<file path="src/cclx_regs.svh">
// timing counts, pin indices and fixed values for the caption line extractor
// assumes a 20 MHz master clock; included by bare name
// Behaviour
// - two straps select one of four modes
// - modes 1-2 capture line 21, even field
// - mode 3 captures line 21, both fields
// - mode 4 captures line 22, both fields
// - mode 2 references resonator divided by 32
// - mode 1 locks to separated hsync
// - modes 3-4 lock to external flyback hsync
// - shared sync pin role follows mode
// - shared field pin role follows mode
// - line marker per mode and field
// - serial out released while select high
// - bits change after transfer clock falls
// - modes 1-2 buffer once per frame
// - second read before the next load gives zeros
// - no buffer load while select low
`ifndef CCLX_REGS_SVH
`define CCLX_REGS_SVH

// ----------------------------------------------------------------------------
// clock and video timing
// ----------------------------------------------------------------------------
`define CCLX_MCLK_NS 50
`define CCLX_LINE_NS 63556
`define CCLX_LINE_CYC (`CCLX_LINE_NS / `CCLX_MCLK_NS)
`define CCLX_ACCEPT_CYC ((`CCLX_LINE_CYC * 3) / 4)
`define CCLX_HALF_CYC (`CCLX_LINE_CYC / 2)
`define CCLX_VS_MIN_NS 20000
`define CCLX_VS_MIN_CYC ((`CCLX_VS_MIN_NS + `CCLX_MCLK_NS - 1) / `CCLX_MCLK_NS)
`define CCLX_HS_PULSE_NS 4700
`define CCLX_HS_PULSE_CYC (`CCLX_HS_PULSE_NS / `CCLX_MCLK_NS)
`define CCLX_FIRST_BIT_NS 49200
`define CCLX_FIRST_BIT_CYC (`CCLX_FIRST_BIT_NS / `CCLX_MCLK_NS)
`define CCLX_BIT_NS 1986
`define CCLX_BIT_CYC (`CCLX_BIT_NS / `CCLX_MCLK_NS)

// ----------------------------------------------------------------------------
// lines, divider, widths
// ----------------------------------------------------------------------------
`define CCLX_LINE_NTSC 10'h015
`define CCLX_LINE_PAL 10'h016
`define CCLX_VS_LINE 10'h004
`define CCLX_OSC_DIV_LAST 5'h1F
`define CCLX_WORD_BITS 5'h10
`define CCLX_FIFO_DEPTH 8

// ----------------------------------------------------------------------------
// synchroniser bit positions and reset pattern
// ----------------------------------------------------------------------------
`define CCLX_S_STRAP_LO 0
`define CCLX_S_STRAP_HI 1
`define CCLX_S_CSYNC_N 2
`define CCLX_S_SLICE 3
`define CCLX_S_HSOSC 4
`define CCLX_S_SCLK 5
`define CCLX_S_CS_N 6
`define CCLX_SYNC_RST 7'h74

`endif

</file>
<file path="src/cclx_pkg.sv">
// types shared by the caption line extractor files
// assumes cclx_regs.svh holds the numeric constants
package cclx_pkg;

    typedef enum logic [1:0] {MODE_1, MODE_2, MODE_3, MODE_4} cclx_mode_t;

    typedef enum logic [1:0] {CAP_IDLE, CAP_SAMPLE, CAP_PUSH} cclx_cap_t;

    typedef struct packed {
        logic [7:0] second;
        logic [7:0] first;
    } cclx_word_t;

    typedef struct packed {
        logic o;
        logic oe_n;
    } cclx_pad_t;

endpackage

</file>
<file path="src/cclx_fifo.sv">
// small synchronous fifo between line capture and the output buffer
// assumes one clock and an asynchronous active-low reset
`timescale 1ns/10ps
`default_nettype none

module cclx_fifo #(
    parameter int WIDTH = 16,
    parameter int DEPTH = 8
)
(
    input wire logic i_mclk,
    input wire logic i_rst_n,
    input wire logic i_in_valid,
    output logic o_in_ready,
    input wire logic [WIDTH-1:0] i_in_data,
    output logic o_out_valid,
    input wire logic i_out_ready,
    output logic [WIDTH-1:0] o_out_data
);

    localparam int AW = (DEPTH > 1) ? $clog2(DEPTH) : 1;

    logic [WIDTH-1:0] mem_r [DEPTH];
    logic [AW-1:0] wr_r;
    logic [AW-1:0] rd_r;
    logic [AW:0] count_r;
    logic push;
    logic pop;

    assign o_in_ready = (count_r != (AW+1)'(DEPTH));
    assign o_out_valid = (count_r != '0);
    assign o_out_data = mem_r[rd_r];
    assign push = i_in_valid && o_in_ready;
    assign pop = o_out_valid && i_out_ready;

    function automatic logic [AW-1:0] wrap_inc(input logic [AW-1:0] p);
        wrap_inc = (p == (AW)'(DEPTH - 1)) ? '0 : p + 1'b1;
    endfunction

    always_ff @(posedge i_mclk)
    begin
        if (push)
        begin
            mem_r[wr_r] <= i_in_data;
        end
    end

    always_ff @(posedge i_mclk or negedge i_rst_n)
    begin
        if (!i_rst_n)
        begin
            wr_r <= '0;
            rd_r <= '0;
            count_r <= '0;
        end
        else
        begin
            if (push)
            begin
                wr_r <= wrap_inc(wr_r);
            end
            if (pop)
            begin
                rd_r <= wrap_inc(rd_r);
            end
            if (push && !pop)
            begin
                count_r <= count_r + 1'b1;
            end
            else if (pop && !push)
            begin
                count_r <= count_r - 1'b1;
            end
        end
    end

endmodule
`default_nettype wire

</file>
<file path="src/cclx_top.sv">
// caption line extractor: line timing, capture, buffering, serial read-out
// assumes sliced video levels and all pins arrive asynchronous to i_mclk
`timescale 1ns/10ps
`default_nettype none
`include "cclx_regs.svh"

module cclx_top
    import cclx_pkg::*;
(
    input wire logic i_mclk,
    input wire logic i_rst_n,
    input wire logic i_mode_strap_low,
    input wire logic i_mode_strap_high,
    input wire logic i_composite_video_in_sync_n,
    input wire logic i_composite_video_in_slice,
    input wire logic i_hsync_or_osc_in,
    output cclx_pad_t o_hsync_or_osc_in_pad,
    output logic o_field_parity_or_osc_out,
    output logic o_line_marker_pulse,
    input wire logic i_transfer_clock_in,
    input wire logic i_chip_select_n,
    output cclx_pad_t o_caption_serial_out_pad
);

    // ------------------------------------------------------------------------
    // functions
    // ------------------------------------------------------------------------
    function automatic cclx_mode_t mode_of(input logic hi, input logic lo);
        case ({hi, lo})
            2'b00: mode_of = MODE_1;
            2'b01: mode_of = MODE_2;
            2'b10: mode_of = MODE_3;
            default: mode_of = MODE_4;
        endcase
    endfunction

    function automatic logic [9:0] target_line(input cclx_mode_t m);
        target_line = (m == MODE_4) ? `CCLX_LINE_PAL : `CCLX_LINE_NTSC;
    endfunction

    // ------------------------------------------------------------------------
    // pin synchronisers
    // ------------------------------------------------------------------------
    logic [6:0] meta_r;
    logic [6:0] sync_r;
    logic [6:0] prev_r;
    logic [6:0] raw;

    assign raw = {i_chip_select_n, i_transfer_clock_in, i_hsync_or_osc_in,
                  i_composite_video_in_slice, i_composite_video_in_sync_n,
                  i_mode_strap_high, i_mode_strap_low};

    always_ff @(posedge i_mclk or negedge i_rst_n)
    begin
        if (!i_rst_n)
        begin
            meta_r <= `CCLX_SYNC_RST;
            sync_r <= `CCLX_SYNC_RST;
            prev_r <= `CCLX_SYNC_RST;
        end
        else
        begin
            meta_r <= raw;
            sync_r <= meta_r;
            prev_r <= sync_r;
        end
    end

    logic hs_pin;
    logic cs_n;
    logic cs_fall;
    logic cs_rise;
    logic sclk_fall;
    logic osc_rise;
    logic hs_fall;
    logic sep_fall;

    assign hs_pin = sync_r[`CCLX_S_HSOSC];
    assign cs_n = sync_r[`CCLX_S_CS_N];
    assign cs_fall = !cs_n && prev_r[`CCLX_S_CS_N];
    assign cs_rise = cs_n && !prev_r[`CCLX_S_CS_N];
    assign sclk_fall = !sync_r[`CCLX_S_SCLK] && prev_r[`CCLX_S_SCLK];
    assign osc_rise = hs_pin && !prev_r[`CCLX_S_HSOSC];
    assign hs_fall = !hs_pin && prev_r[`CCLX_S_HSOSC];
    assign sep_fall = !sync_r[`CCLX_S_CSYNC_N] && prev_r[`CCLX_S_CSYNC_N];

    // ------------------------------------------------------------------------
    // mode selection
    // ------------------------------------------------------------------------
    cclx_mode_t mode_r;

    always_ff @(posedge i_mclk or negedge i_rst_n)
    begin
        if (!i_rst_n)
        begin
            mode_r <= MODE_1;
        end
        else
        begin
            mode_r <= mode_of(sync_r[`CCLX_S_STRAP_HI], sync_r[`CCLX_S_STRAP_LO]);
        end
    end

    // ------------------------------------------------------------------------
    // line reference and line position
    // ------------------------------------------------------------------------
    // half-line equalising pulses are rejected by the acceptance window
    logic [4:0] div_r;
    logic [10:0] pos_r;
    logic late;
    logic osc_ref;
    logic ext_ref;
    logic sep_ref;
    logic ref_h;

    assign late = (pos_r >= 11'(`CCLX_ACCEPT_CYC));
    assign osc_ref = (mode_r == MODE_2) && osc_rise && (div_r == `CCLX_OSC_DIV_LAST);
    assign ext_ref = ((mode_r == MODE_3) || (mode_r == MODE_4)) && hs_fall && late;
    assign sep_ref = (mode_r == MODE_1) && sep_fall && late;
    assign ref_h = osc_ref || ext_ref || sep_ref;

    always_ff @(posedge i_mclk or negedge i_rst_n)
    begin
        if (!i_rst_n)
        begin
            div_r <= 5'h00;
        end
        else if (mode_r != MODE_2)
        begin
            div_r <= 5'h00;
        end
        else if (osc_rise)
        begin
            div_r <= div_r + 5'h01;
        end
    end

    always_ff @(posedge i_mclk or negedge i_rst_n)
    begin
        if (!i_rst_n)
        begin
            pos_r <= 11'h000;
        end
        else if (ref_h)
        begin
            pos_r <= 11'h000;
        end
        else if (pos_r != 11'h7FF)
        begin
            pos_r <= pos_r + 11'h001;
        end
    end

    // ------------------------------------------------------------------------
    // vertical detection, field parity, line count
    // ------------------------------------------------------------------------
    // broad pulse timing against the line phase tells the fields apart
    logic [10:0] low_cnt_r;
    logic vs_evt;
    logic field_even_r;
    logic [9:0] line_r;

    assign vs_evt = (low_cnt_r == 11'(`CCLX_VS_MIN_CYC));

    always_ff @(posedge i_mclk or negedge i_rst_n)
    begin
        if (!i_rst_n)
        begin
            low_cnt_r <= 11'h000;
        end
        else if (sync_r[`CCLX_S_CSYNC_N])
        begin
            low_cnt_r <= 11'h000;
        end
        else if (low_cnt_r != 11'h7FF)
        begin
            low_cnt_r <= low_cnt_r + 11'h001;
        end
    end

    always_ff @(posedge i_mclk or negedge i_rst_n)
    begin
        if (!i_rst_n)
        begin
            field_even_r <= 1'b0;
            line_r <= 10'h000;
        end
        else if (vs_evt)
        begin
            field_even_r <= (pos_r >= 11'(`CCLX_HALF_CYC));
            line_r <= `CCLX_VS_LINE;
        end
        else if (ref_h && (line_r != 10'h3FF))
        begin
            line_r <= line_r + 10'h001;
        end
    end

    // ------------------------------------------------------------------------
    // caption capture
    // ------------------------------------------------------------------------
    logic on_target;
    logic cap_field_ok;
    cclx_cap_t cap_r;
    logic [10:0] bit_cnt_r;
    logic [4:0] bit_idx_r;
    logic [15:0] cap_word_r;
    logic fifo_in_ready;
    logic fifo_out_valid;
    logic fifo_out_ready;
    logic [15:0] fifo_out_data;

    assign on_target = (line_r == target_line(mode_r));
    assign cap_field_ok = ((mode_r == MODE_1) || (mode_r == MODE_2)) ? field_even_r : 1'b1;

    // a full fifo holds the word in CAP_PUSH, so the next line is skipped
    always_ff @(posedge i_mclk or negedge i_rst_n)
    begin
        if (!i_rst_n)
        begin
            cap_r <= CAP_IDLE;
            bit_cnt_r <= 11'h000;
            bit_idx_r <= 5'h00;
            cap_word_r <= 16'h0000;
        end
        else
        begin
            case (cap_r)
                CAP_IDLE:
                begin
                    if (on_target && cap_field_ok && (pos_r == 11'(`CCLX_FIRST_BIT_CYC)))
                    begin
                        cap_r <= CAP_SAMPLE;
                        bit_cnt_r <= 11'h000;
                        bit_idx_r <= 5'h00;
                    end
                end
                CAP_SAMPLE:
                begin
                    if (bit_cnt_r == 11'h000)
                    begin
                        cap_word_r <= {sync_r[`CCLX_S_SLICE], cap_word_r[15:1]};
                        bit_cnt_r <= 11'(`CCLX_BIT_CYC - 1);
                        bit_idx_r <= bit_idx_r + 5'h01;
                        if (bit_idx_r == `CCLX_WORD_BITS - 5'h01)
                        begin
                            cap_r <= CAP_PUSH;
                        end
                    end
                    else
                    begin
                        bit_cnt_r <= bit_cnt_r - 11'h001;
                    end
                end
                CAP_PUSH:
                begin
                    if (fifo_in_ready)
                    begin
                        cap_r <= CAP_IDLE;
                    end
                end
                default:
                begin
                    cap_r <= CAP_IDLE;
                end
            endcase
        end
    end

    cclx_fifo #(
        .WIDTH(16),
        .DEPTH(`CCLX_FIFO_DEPTH)
    ) u_fifo (
        .i_mclk(i_mclk),
        .i_rst_n(i_rst_n),
        .i_in_valid(cap_r == CAP_PUSH),
        .o_in_ready(fifo_in_ready),
        .i_in_data(cap_word_r),
        .o_out_valid(fifo_out_valid),
        .i_out_ready(fifo_out_ready),
        .o_out_data(fifo_out_data)
    );

    // ------------------------------------------------------------------------
    // output buffer and serial read-out
    // ------------------------------------------------------------------------
    cclx_word_t out_buf_r;
    logic fresh_r;
    logic [15:0] tx_r;
    logic [15:0] tx_nxt;
    logic [4:0] tx_cnt_r;
    cclx_pad_t caption_pad_r;

    assign fifo_out_ready = cs_n;

    always_comb
    begin
        tx_nxt = tx_r;
        if (cs_fall)
        begin
            tx_nxt = fresh_r ? out_buf_r : 16'h0000;
        end
        else if (sclk_fall && !cs_n)
        begin
            tx_nxt = {1'b0, tx_r[15:1]};
        end
    end

    always_ff @(posedge i_mclk or negedge i_rst_n)
    begin
        if (!i_rst_n)
        begin
            tx_r <= 16'h0000;
            tx_cnt_r <= 5'h00;
        end
        else
        begin
            tx_r <= tx_nxt;
            if (cs_fall)
            begin
                tx_cnt_r <= 5'h00;
            end
            else if (sclk_fall && !cs_n && (tx_cnt_r != `CCLX_WORD_BITS))
            begin
                tx_cnt_r <= tx_cnt_r + 5'h01;
            end
        end
    end

    // a completed read marks the buffer stale; a load in that cycle wins
    always_ff @(posedge i_mclk or negedge i_rst_n)
    begin
        if (!i_rst_n)
        begin
            out_buf_r <= 16'h0000;
            fresh_r <= 1'b0;
        end
        else if (fifo_out_valid && fifo_out_ready)
        begin
            out_buf_r <= fifo_out_data;
            fresh_r <= 1'b1;
        end
        else if (cs_rise && (tx_cnt_r == `CCLX_WORD_BITS))
        begin
            fresh_r <= 1'b0;
        end
    end

    // open drain: only a zero bit pulls the line
    always_ff @(posedge i_mclk or negedge i_rst_n)
    begin
        if (!i_rst_n)
        begin
            caption_pad_r <= 2'b01;
        end
        else
        begin
            caption_pad_r.o <= 1'b0;
            caption_pad_r.oe_n <= cs_n || tx_nxt[0];
        end
    end

    // ------------------------------------------------------------------------
    // shared pins and line marker
    // ------------------------------------------------------------------------
    cclx_pad_t hs_pad_r;
    logic field_out_r;
    logic marker_r;
    logic mark_field_ok;

    assign mark_field_ok = (mode_r == MODE_1) ? field_even_r : 1'b1;

    always_ff @(posedge i_mclk or negedge i_rst_n)
    begin
        if (!i_rst_n)
        begin
            hs_pad_r <= 2'b11;
            field_out_r <= 1'b0;
            marker_r <= 1'b0;
        end
        else
        begin
            hs_pad_r.o <= !((mode_r == MODE_1) && (pos_r < 11'(`CCLX_HS_PULSE_CYC)));
            hs_pad_r.oe_n <= (mode_r != MODE_1);
            field_out_r <= (mode_r == MODE_2) ? !hs_pin : field_even_r;
            marker_r <= on_target && mark_field_ok;
        end
    end

    assign o_hsync_or_osc_in_pad = hs_pad_r;
    assign o_field_parity_or_osc_out = field_out_r;
    assign o_line_marker_pulse = marker_r;
    assign o_caption_serial_out_pad = caption_pad_r;
endmodule
`default_nettype wire

</file>
<file path="config.mk">
export PLATFORM = sky130hd
export DESIGN_NAME = cclx_top
export DESIGN_NICKNAME = d
export VERILOG_FILES = /design/src/cclx_pkg.sv /design/src/cclx_fifo.sv /design/src/cclx_top.sv
export VERILOG_INCLUDE_DIRS = /design/src
export SDC_FILE = /design/constraint.sdc
export NUM_CORES = 1
export LEC_CHECK = 0
export BUFFER_PORTS_ARGS = -buffer_cell sky130_fd_sc_hd__clkbuf_2
export CAP_MARGIN = 5
export CORE_MARGIN = 1.5
export CORE_UTILIZATION = 32
export CTS_CLUSTER_DIAMETER = 40
export DETAILED_ROUTE_END_ITERATION = 12
export PLACE_DENSITY = 0.55
export SYNTH_ARGS = -nofsm -noshare
export SYNTH_HDL_FRONTEND = slang
export SYNTH_SLANG_ARGS = --single-unit
</file>
<file path="constraint.sdc">
create_clock -name i_mclk -period 5.8 [get_ports i_mclk]
set_input_delay 0.87 -clock i_mclk [delete_from_list [all_inputs] [get_ports i_mclk]]
set_output_delay 0.87 -clock i_mclk [all_outputs]
set_load 0.005 [all_outputs]
</file>
[Word-level counts from Yosys, hierarchy flattened]
Memory sizes are Yosys's and may differ from the RTL's. A register that Yosys moved wholly into a read port is not among the register bits.
Index checks and enable logic that the tools add are counted.
Operators by class
  $add $sub $neg: 11
  $lt $le $gt $ge: 3
  equality and inequality tests: 25
  multiplexer cells: 37
  reductions and logical operators: 58
Operators by type and width (count)
  $mux W11: 6
  $mux W16: 3
  $mux W5: 6
  $logic_and A1 B1 Y1: 24
  $add A11 B1 Y11 const B: 2
  $ge A11 B10 Y1 const B: 2
  $ne A11 B11 Y1 const B: 2
  $pmux W11 S2: 1
  $mux W10: 2
  $reduce_bool A2 Y1: 10
  $add A5 B1 Y5 const B: 3
  $pmux W2 S3: 2
  $eq A11 B10 Y1 const B: 1
  $eq A11 B9 Y1 const B: 1
  $logic_not A11 Y1: 1
  $lt A11 B7 Y1 const B: 1
  $sub A11 B1 Y11 const B: 1
  $add A10 B1 Y10 const B: 1
  $eq A10 B5 Y1: 1
  $eq A5 B5 Y1 const B: 2
  $logic_not A1 Y1: 10
  $mux W2: 5
  $ne A10 B10 Y1 const B: 1
  $pmux W5 S2: 1
  other kinds (20): 45
Storage, ports and cells
  register bits: 132
  RAM bits: 128
  input port bits: 9
  output and inout bits: 6
  logic and storage cells: 160
  memories: 1
Memory list
  u_fifo.mem_r: depth 8, width 16, rd ports 1, clocked after memory_dff 1, wr ports 1, RTL line cclx_fifo.sv:23  | logic [WIDTH-1:0] mem_r [DEPTH];

[Depth between registers and ports, before layout]
Gate-level depths: netlist of the first run.
  word-level depth: 9
  depth in mapped cells: 12
  depth with buffers taken out: 12

[By module]
Synthesis of the first run repeated with hierarchy kept, for this count alone.
Second synthesis, totals
  cell total of the unflattened synthesis: 821
  area total of the unflattened synthesis: 11629.9 µm²
By module, submodules not included
  cclx_top: times used 1, cells an instance 572, area each 6038.3 µm², seq. area each 3397.0 µm²
  cclx_fifo: times used 1, cells an instance 249, area each 5591.6 µm², seq. area each 4093.9 µm²

[Least setup slack after synthesis of the first run]
OpenSTA, ideal clock, no wires.
  kind: reg-to-reg
  start point: register u_fifo.count_r[0]
  end point: memory u_fifo.mem_r[0][0], enable pin
  library setup time: 0.430 ns
  arrival time: 2.392 ns
  data required time: 5.370 ns
  slack: 2.978 ns
  cell stages (with the launch flop): 5
  path buffers: 0
  period minus slack after synthesis: 2.822 ns
  path through: dfrtp_1 nor3_1 nand2_1 nand3b_1 nor4_1
On the way
  longest elaborated chain between the ends: 4
RTL lines
  from (decl): RTL line cclx_fifo.sv:26  | logic [AW:0] count_r;
  from (signal assigned): RTL line cclx_fifo.sv:68  | count_r <= count_r + 1'b1;
  from (signal assigned): RTL line cclx_fifo.sv:72  | count_r <= count_r - 1'b1;
  $ne A4 B4 Y1: RTL line cclx_fifo.sv:30  | assign o_in_ready = (count_r != (AW+1)'(DEPTH));
  $logic_and A1 B1 Y1: RTL line cclx_fifo.sv:33  | assign push = i_in_valid && o_in_ready;
  $mux W1: RTL line cclx_fifo.sv:42  | if (push)
  $mux W1 (implied by the code): RTL line cclx_fifo.sv:44  | mem_r[wr_r] <= i_in_data;
  to (decl): RTL line cclx_fifo.sv:23
No other way between the ends.

[Final worst setup path of the first run]
  start point: register bit_cnt_r[0]
  end point: register bit_idx_r[3]
On the way
  longest elaborated chain between the ends: 3
RTL lines
  from (decl): RTL line cclx_top.sv:205  | logic [10:0] bit_cnt_r;
  from (signal assigned): RTL line cclx_top.sv:243  | bit_cnt_r <= 11'(`CCLX_BIT_CYC - 1);
  from (signal assigned): RTL line cclx_top.sv:252  | bit_cnt_r <= bit_cnt_r - 11'h001;
  $logic_not A11 Y1: RTL line cclx_top.sv:240  | if (bit_cnt_r == 11'h000)
  $ne A2 B2 Y1 (no line)
  $reduce_and A3 Y1 (no line)
  to (signal assigned): RTL line cclx_top.sv:244  | bit_idx_r <= bit_idx_r + 5'h01;
  to (decl): RTL line cclx_top.sv:206  | logic [4:0] bit_idx_r;
No other way between the ends.
A chain may end at the register's enable or synchronous reset.

==> qor.yml, run 1 <==
detailed_routing:
  viasPerCell: 4.81
  num_vias: 6497
  drc: 0
  first_pass_iters: 4
  ant_nets: 0
  finalWirelength_mm: 21.2
  dr.first_iter.drc_count: 418
  drt-wirelength-per-cell_um: 15.7
clocking:
  htreeDepth: 2
  cts_hold_repair.buffers: 0
  cts_buffer_depth: 3
  cts_resized: 0
  cts_setup_buffers: 0
  clkTransAtPathRegs_ns: 0.05
  cts-root-buf: "clkbuf_16"
  tritoncts: "yes"
  numCtsBuffers: 39
  insertion_delay_ns: 0.53
  cts_sinks: 273
finish:
  postLayoutCellArea_um2: 13300
  syn2layout_area_growth_pct: 17.1
  drive_gt1_share_pct: 18.0
  post-route-util_pct: 38.3
  n_antenna_cell: 0
  fin_nets: 894
worst_setup_path:
  cp_slowest_stage_delay_ns: 0.85
  setup.worst_path.end_class: "flop"
  setup.worst_path.class: "reg2reg"
  start_kind: "flop"
  path_max_fanout: 19
  slowest_stage: "nor4_4"
  crit_chain: "inv_1 -> ha_1 -> or4b_4 -> or2_1 -> nor4_4 -> nand4_1 -> xor2_1 -> nor2_1"
  worstPathRequired_ns: 6.19
  cp.arrival_ns: 3.23
global_route:
  grt_pass1_wl_mm: 35.4
  grt_pass1_vias: 6567
  grt_use_total_pct: 12.3
  grt_overflow: 0
  grt_max_degree: 66
  antenna_found_initial: 0
synth:
  syn_area_um2: 11400
  syn_nets: 868
  synth_seq_cells: 273
  avgSynthCellArea_um2: 13.6
  syn_inst: 838
  synth-edff-count: 128
  ys_top_cells_by_count: "dfrtp_1, edfxtp_1, nand2_1, o21ai_0, nor2_1"
  yosysWarnings: 0
  netlist_top_cells_area: "edfxtp_1, dfrtp_1, mux4_2"
  synth_top_area_share_pct: 33.8
  synth_area_leader_cell: "edfxtp_1"
  ys_seq_area_share_pct: 65.9
  synth.most_common_cell: "dfrtp_1"
  synth_flop_cell: "dfrtp_1"
  ys_types: 60
  synthArstFlopShare_pct: 53.1
sta:
  finalCritPeriodShare_pct: 48.8
  maxSlewViolCount: 0
  finalSetupViolations: 0
  fin_skew_ns: 0.0203
  tightest_slew_ns: 0.995
  relSlewSlack_pct: 33.2
  fmax_ghz: 0.353
  tns_ns: 0
  period_needed_ns: 2.83
  rsz0062_at_grt: "no"
  holdWs_ns: 0.260
  hold_viol: 0
power_and_ir_drop:
  pwr_density_cell_nw_per_um2: 336
  vdd_drop_max_uv: 293
  p_total_uw: 4460
  power_leakage_uw: 0.00485
floorplan:
  die-area_um2: 36600
  die_x_um: 191
  design.core.area_um2: 34700
  die_h_um: 191
  ioPinCount: 15
  initial_core_util_pct: 32.7
  num_rows: 68
placement:
  dp_hpwl_mm: 12.7
  place_area_um2: 12000
  numPortBuffers: 13
  gp_congestion: 0.788
status:
  outcome: "completed"
run:
  drv_cap: 0
hold_path:
  min_path_type: "in2async"
==> power by group <==
| group | total, uW | internal [uW] | switching, uW |
|---|---|---|---|
| logic | 52.8 | 16.4 | 36.4 |
| clock network | 2370 | 1490 | 884 |
| registers | 2040 | 2030 | 10.9 |
==> stage by stage <==
step	worst slack, ns	std cells
final	2.97	1350
after global routing	2.73	1350
after floorplan	2.98	838
after CTS	2.92	1350
after detailed placement	2.92	1278
after global placement	2.95	1278
==> flip-flops by register name (all words and copies together) (netlist names), 7 cells and up <==
| register | count |
|---|---|
| sync_r | 7 |
| low_cnt_r | 11 |
| out_buf_r | 16 |
| pos_r | 11 |
| bit_cnt_r | 11 |
| tx_r | 16 |
| meta_r | 7 |
| u_fifo.mem_r | 128 |
| line_r | 10 |
| cap_word_r | 16 |
==> per-layer routing <==
| metal | track usage (%) | part of all wire, % | up-vias |
|---|---|---|---|
| li1 | - | - | 3127 |
| met1 | 17.6 | 50 | 3248 |
| met2 | 18.4 | 44 | 84 |
| met3 | 2.44 | 3.4 | 38 |
| met4 | 4.42 | 2.4 | 0 |
| met5 | 0 | 0 | - |
==> critical path, delay by kind of cell, from the launching register on <==
family	cells	cell delay [ns]
simple gates	5	1.91
flops	1	0.40
xor+xnor	1	0.16
fa+ha+maj	1	0.18
buf+inv	1	0.07
==> final timing paths <==
path | from | to | slack [ns] | depth (start not counted)
min in group i_mclk | meta_r[5]$_DFF_PN1_ | sync_r[5]$_DFF_PN1_ | 0.34 | 0
max in group asynchronous | i_rst_n | u_fifo.rd_r[1]$_DFFE_PN0P_ | 4.35 | 2
worst max-delay path | bit_cnt_r[0]$_DFFE_PN0P_ | bit_idx_r[3]$_DFFE_PN0P_ | 2.97 | 8
worst min-delay path | i_rst_n | low_cnt_r[3]$_DFFE_PN0P_ | 0.26 | 1
worst min register to register | meta_r[5]$_DFF_PN1_ | sync_r[5]$_DFF_PN1_ | 0.34 | 0
worst max register to register | bit_cnt_r[0]$_DFFE_PN0P_ | bit_idx_r[3]$_DFFE_PN0P_ | 2.97 | 8
==> logic make-up after synthesis <==
family,Yosys count,share of synthesized area [%]
AND/OR/NAND/NOR,289,12.5
multiplexers,72,9.90
XOR/XNOR,28,2.16
other,1,0.0330
AO/OA/AOI/OAI,98,4.89
adder cells (fa/ha/maj),21,2.38
flip-flops,273,65.9
buffers and inverters,56,2.16
==> cell type report <==
class	instances	area, um2
sequential	273	7490
multi-input combinational	509	3660
clock inverter	24	256
tap	455	569
fill	3299	21400
clock buffer	48	1080
timing repair buffer	29	191
inverter	12	45.0
==> cells in the final DEF (no fill, tap or decap), drive strengths merged, types with 6 or more instances in the layout <==
cell	count
nor3	21
or3	6
a21oi	15
mux4	32
xor2	15
nand2b	6
nand3	32
nor2b	6
clkbuf	60
nor4	8
nand2	112
dfrtp	130
clkinv	9
ha	20
dfstp	15
inv	20
xnor2	13
buf	17
and3	9
mux2i	37
o21ai	61
nor2	53
edfxtp	128
or4	6
nand4	8
Power figures use the tool's default switching activity.
==> inputs of run 2 (changes only) <==
--- a/config.mk
+++ b/config.mk
@@ -6,6 +6,7 @@
 export SDC_FILE = /design/constraint.sdc
 export NUM_CORES = 1
 export LEC_CHECK = 0
+export ABC_AREA = 1
 export BUFFER_PORTS_ARGS = -buffer_cell sky130_fd_sc_hd__clkbuf_2
 export CAP_MARGIN = 5
 export CORE_MARGIN = 1.5
==> constraint.sdc (replaced) <==
create_clock -name i_mclk -period 2.8 [get_ports i_mclk]
set_input_delay 0.42 -clock i_mclk [delete_from_list [all_inputs] [get_ports i_mclk]]
set_output_delay 0.42 -clock i_mclk [all_outputs]
set_load 0.005 [all_outputs]
==> run 2 against run 1 <==
Compared with the run above:
- clock power rose by 110%
- flip-flop and latch count is the same
- fmax rose by 17%
- utilization shrank 0.34 points
- clock-buffer cell count grew 10
- register-to-register slack lost 2.6 ns
- largest power group unchanged
- global-route usage is 1.2 points higher
- wire length is 17% higher
- sequential power up 110%
- critical endpoint is now u_fifo.count_r[3]$_DFFE_PN0P_
- synthesized cell count up 30%
- area after synthesis up 3.5%
==> qor.yml, run 2 <==
floorplan:
  die-area_um2: 37900  # was 36600 um2
  design.core.area_um2: 36400  # was 34700 um2
  ioPinCount: 15  # unchanged
  die_x_um: 195  # was 191 um
  num_rows: 70  # was 68
  initial_core_util_pct: 32.3  # was 32.7%
  die_h_um: 195  # was 191 um
synth:
  synth_seq_cells: 273  # unchanged
  avgSynthCellArea_um2: 10.8  # was 13.6 um2
  synth.most_common_cell: "dfrtp_1"  # unchanged
  yosysWarnings: 0  # unchanged
  synth-edff-count: 128  # unchanged
  syn_inst: 1090  # was 838
  synth_flop_cell: "dfrtp_1"  # unchanged
  syn_nets: 1120  # was 868
  synthArstFlopShare_pct: 53.1  # unchanged
  synth_area_leader_cell: "edfxtp_1"  # unchanged
  ys_seq_area_share_pct: 63.7  # was 65.9%
  syn_area_um2: 11800  # was 11400 um2
  netlist_top_cells_area: "edfxtp_1, dfrtp_1, o21ai_0"  # was edfxtp_1, dfrtp_1, mux4_2
  synth_top_area_share_pct: 32.7  # was 33.8%
  ys_top_cells_by_count: "dfrtp_1, edfxtp_1, o21ai_0, nor2_1, nand2_1"  # was dfrtp_1, edfxtp_1, nand2_1, o21ai_0, nor2_1
  ys_types: 49  # was 60
sta:
  fmax_ghz: 0.414  # was 0.353 GHz
  maxSlewViolCount: 0  # unchanged
  tightest_slew_ns: 0.742  # was 0.995 ns
  tns_ns: 0  # unchanged
  fin_skew_ns: 0.0335  # was 0.0203 ns
  period_needed_ns: 2.42  # was 2.83 ns
  rsz0062_at_grt: "no"  # unchanged
  relSlewSlack_pct: 50.4  # was 33.2%
  finalCritPeriodShare_pct: 86.3  # was 48.8%
  finalSetupViolations: 0  # unchanged
  hold_viol: 0  # unchanged
finish:
  n_antenna_cell: 0  # unchanged
  fin_nets: 1161  # was 894
  top_register: "u_fifo.mem_r"  # unchanged
  mostFrequentLayoutCells: "dfrtp_1, edfxtp_1, o21ai_0"  # was dfrtp_1, edfxtp_1, nand2_1
  drive_gt1_share_pct: 13.1  # was 18.0%
  final_common_cell: "dfrtp_1"
  largest_reg_flops: 128  # unchanged
  post-route-util_pct: 38.0  # was 38.3%
  syn2layout_area_growth_pct: 17.7  # was 17.1%
worst_setup_path:
  setup.worst_path.class: "reg2reg"  # unchanged
  rrSetupSlack_ns: 0.38  # was 2.97 ns
  startpoint: "u_fifo.count_r[0]$_DFFE_PN0P_"  # was bit_cnt_r[0]$_DFFE_PN0P_
  path_max_fanout: 6  # was 19
  r2r_start: "u_fifo.count_r[0]$_DFFE_PN0P_"  # was bit_cnt_r[0]$_DFFE_PN0P_
  setup.worst_path.end_class: "flop"  # unchanged
  crit_path_end: "u_fifo.count_r[3]$_DFFE_PN0P_"  # was bit_idx_r[3]$_DFFE_PN0P_
  worstPathRequired_ns: 3.21  # was 6.19 ns
  regToRegEndpoint: "u_fifo.count_r[3]$_DFFE_PN0P_"  # was bit_idx_r[3]$_DFFE_PN0P_
  start_kind: "flop"  # unchanged
  reg2reg_depth: 13  # was 8
  cp.arrival_ns: 2.83  # was 3.23 ns
global_route:
  grt_pass1_wl_mm: 41.3  # was 35.4 mm
  grt_max_degree: 67  # was 66
  grt_use_total_pct: 13.5  # was 12.3%
  grt_pass1_vias: 7820  # was 6567
  grt_overflow: 0  # unchanged
  antenna_found_initial: 0  # unchanged
detailed_routing:
  drt-wirelength-per-cell_um: 15.2  # was 15.7 um
  first_pass_iters: 5  # was 4
  finalWirelength_mm: 24.7  # was 21.2 mm
  num_vias: 7943  # was 6497
  dr.first_iter.drc_count: 424  # was 418
  ant_nets: 0  # unchanged
  drc: 0  # unchanged
  viasPerCell: 4.87  # was 4.81
power_and_ir_drop:
  pwr_density_cell_nw_per_um2: 675  # was 336 nW/um2
  power_leakage_uw: 0.00529  # was 0.00485 uW
  vdd_drop_max_uv: 460  # was 293 uV
clocking:
  numCtsBuffers: 42  # was 39
  tritoncts: "yes"  # unchanged
  clkTransAtPathRegs_ns: 0.05  # about the same
  cts_setup_buffers: 0  # unchanged
  insertion_delay_ns: 0.54  # was 0.53 ns
  cts-root-buf: "clkbuf_16"  # unchanged
  htreeDepth: 2  # unchanged
  cts_buffer_depth: 3  # unchanged
  cts_sinks: 273  # unchanged
placement:
  dp_hpwl_mm: 14.7  # was 12.7 mm
  gp_congestion: 0.804  # was 0.788
  numPortBuffers: 13  # unchanged
hold_path:
  min_path_type: "in2reg"  # was in2async
status:
  outcome: "completed"  # unchanged
run:
  drv_cap: 0  # unchanged
[run 2: cell types whose count changed after synthesis, sizes merged, moves of 29 or more]
cell | previous run | this run
inv | 12 | 110
nor2 | 53 | 128
o21ai | 61 | 131
nand3 | 32 | 85
mux2i | 37 | 0
mux4 | 32 | 0
o211ai | 1 | 30
[run 2: what timing repair did]
item | CTS | global route
hold buffers | 7 | 0
resized for setup | 0 | 0
endpoints found under the hold margin | 57 | 0
[run 2: layout make-up]
class                      count  area (um2)
fill                        3507       22600
sequential                   273        7490
multi-input combinational    661        3640
clock buffer                  58        1160
tap                          468         586
inverter                     111         418
timing repair buffer          42         332
clock inverter                19         206
[run 2: per-stage QoR]
step                setup slack (ns)  total power (uW)  instance area, um2  instances  hold WS (ns)
floorplan                      0.287              4350               11800       1090         0.124
global placement               0.408              4420               12400       1548         0.337
detailed placement             0.386              4430               12400       1548         0.336
CTS                            0.376              9470               13800       1632        0.0418
global route                   0.239              9670               13800       1632        0.0518
finish                         0.384              9340               13800       1632        0.0625
[run 2: how the worst min path moves through the flow]
stage	startpoint	to	slack (ns)	cells past startpoint
floorplan	i_rst_n	bit_cnt_r[0]$_DFFE_PN0P_	0.12	0
global placement	meta_r[0]$_DFF_PN0_	sync_r[0]$_DFF_PN0_	0.34	0
detailed placement	meta_r[3]$_DFF_PN0_	sync_r[3]$_DFF_PN0_	0.34	0
CTS	i_composite_video_in_slice	meta_r[3]$_DFF_PN0_	0.04	1
global route	i_composite_video_in_slice	meta_r[3]$_DFF_PN0_	0.05	1
finish	i_composite_video_in_slice	meta_r[3]$_DFF_PN0_	0.06	1
[run 2: report_power, final]
part / switching, uW / total (uW) / internal, uW / leakage, uW
registers: 17.3 / 4230 / 4210 / 0.00282
clock network: 1870 / 4980 / 3110 / 0.000656
logic: 89.7 / 126 / 36.5 / 0.00182
total: 1980 / 9340 / 7360 / 0.00529
[run 2: logic make-up after synthesis]
family	count (synthesis)	synth area share, %
AO/OA/AOI/OAI	228	11.5
other	1	0.0319
buffers and inverters	156	5.45
flip-flops	273	63.7
XOR/XNOR	18	1.34
adder cells (fa/ha/maj)	21	2.30
AND/OR/NAND/NOR	393	15.7
[run 2: worst max-delay path, stage by stage (launching register included)]
cell and delay, ns:
dfrtp_1 0.43, nor2_1 0.24, nand3_1 0.18, nand2_1 0.13, inv_1 0.10, ha_1 0.22, inv_1 0.12, ha_1 0.24
a21o_1 0.17, a21oi_1 0.16, nand2_1 0.07, nand2_1 0.06, nor2_1 0.04, xor2_1 0.13
[run 2: routing by layer]
| metal | GRT usage, % | wire length, um | up-vias |
|---|---|---|---|
| met2 | 22.1 | 11700 | 131 |
| met4 | 4.22 | 493 | 0 |
| met5 | 0 | 0 | - |
| met3 | 2.72 | 1010 | 41 |
| li1 | - | - | 3902 |
| met1 | 18.0 | 11600 | 3869 |
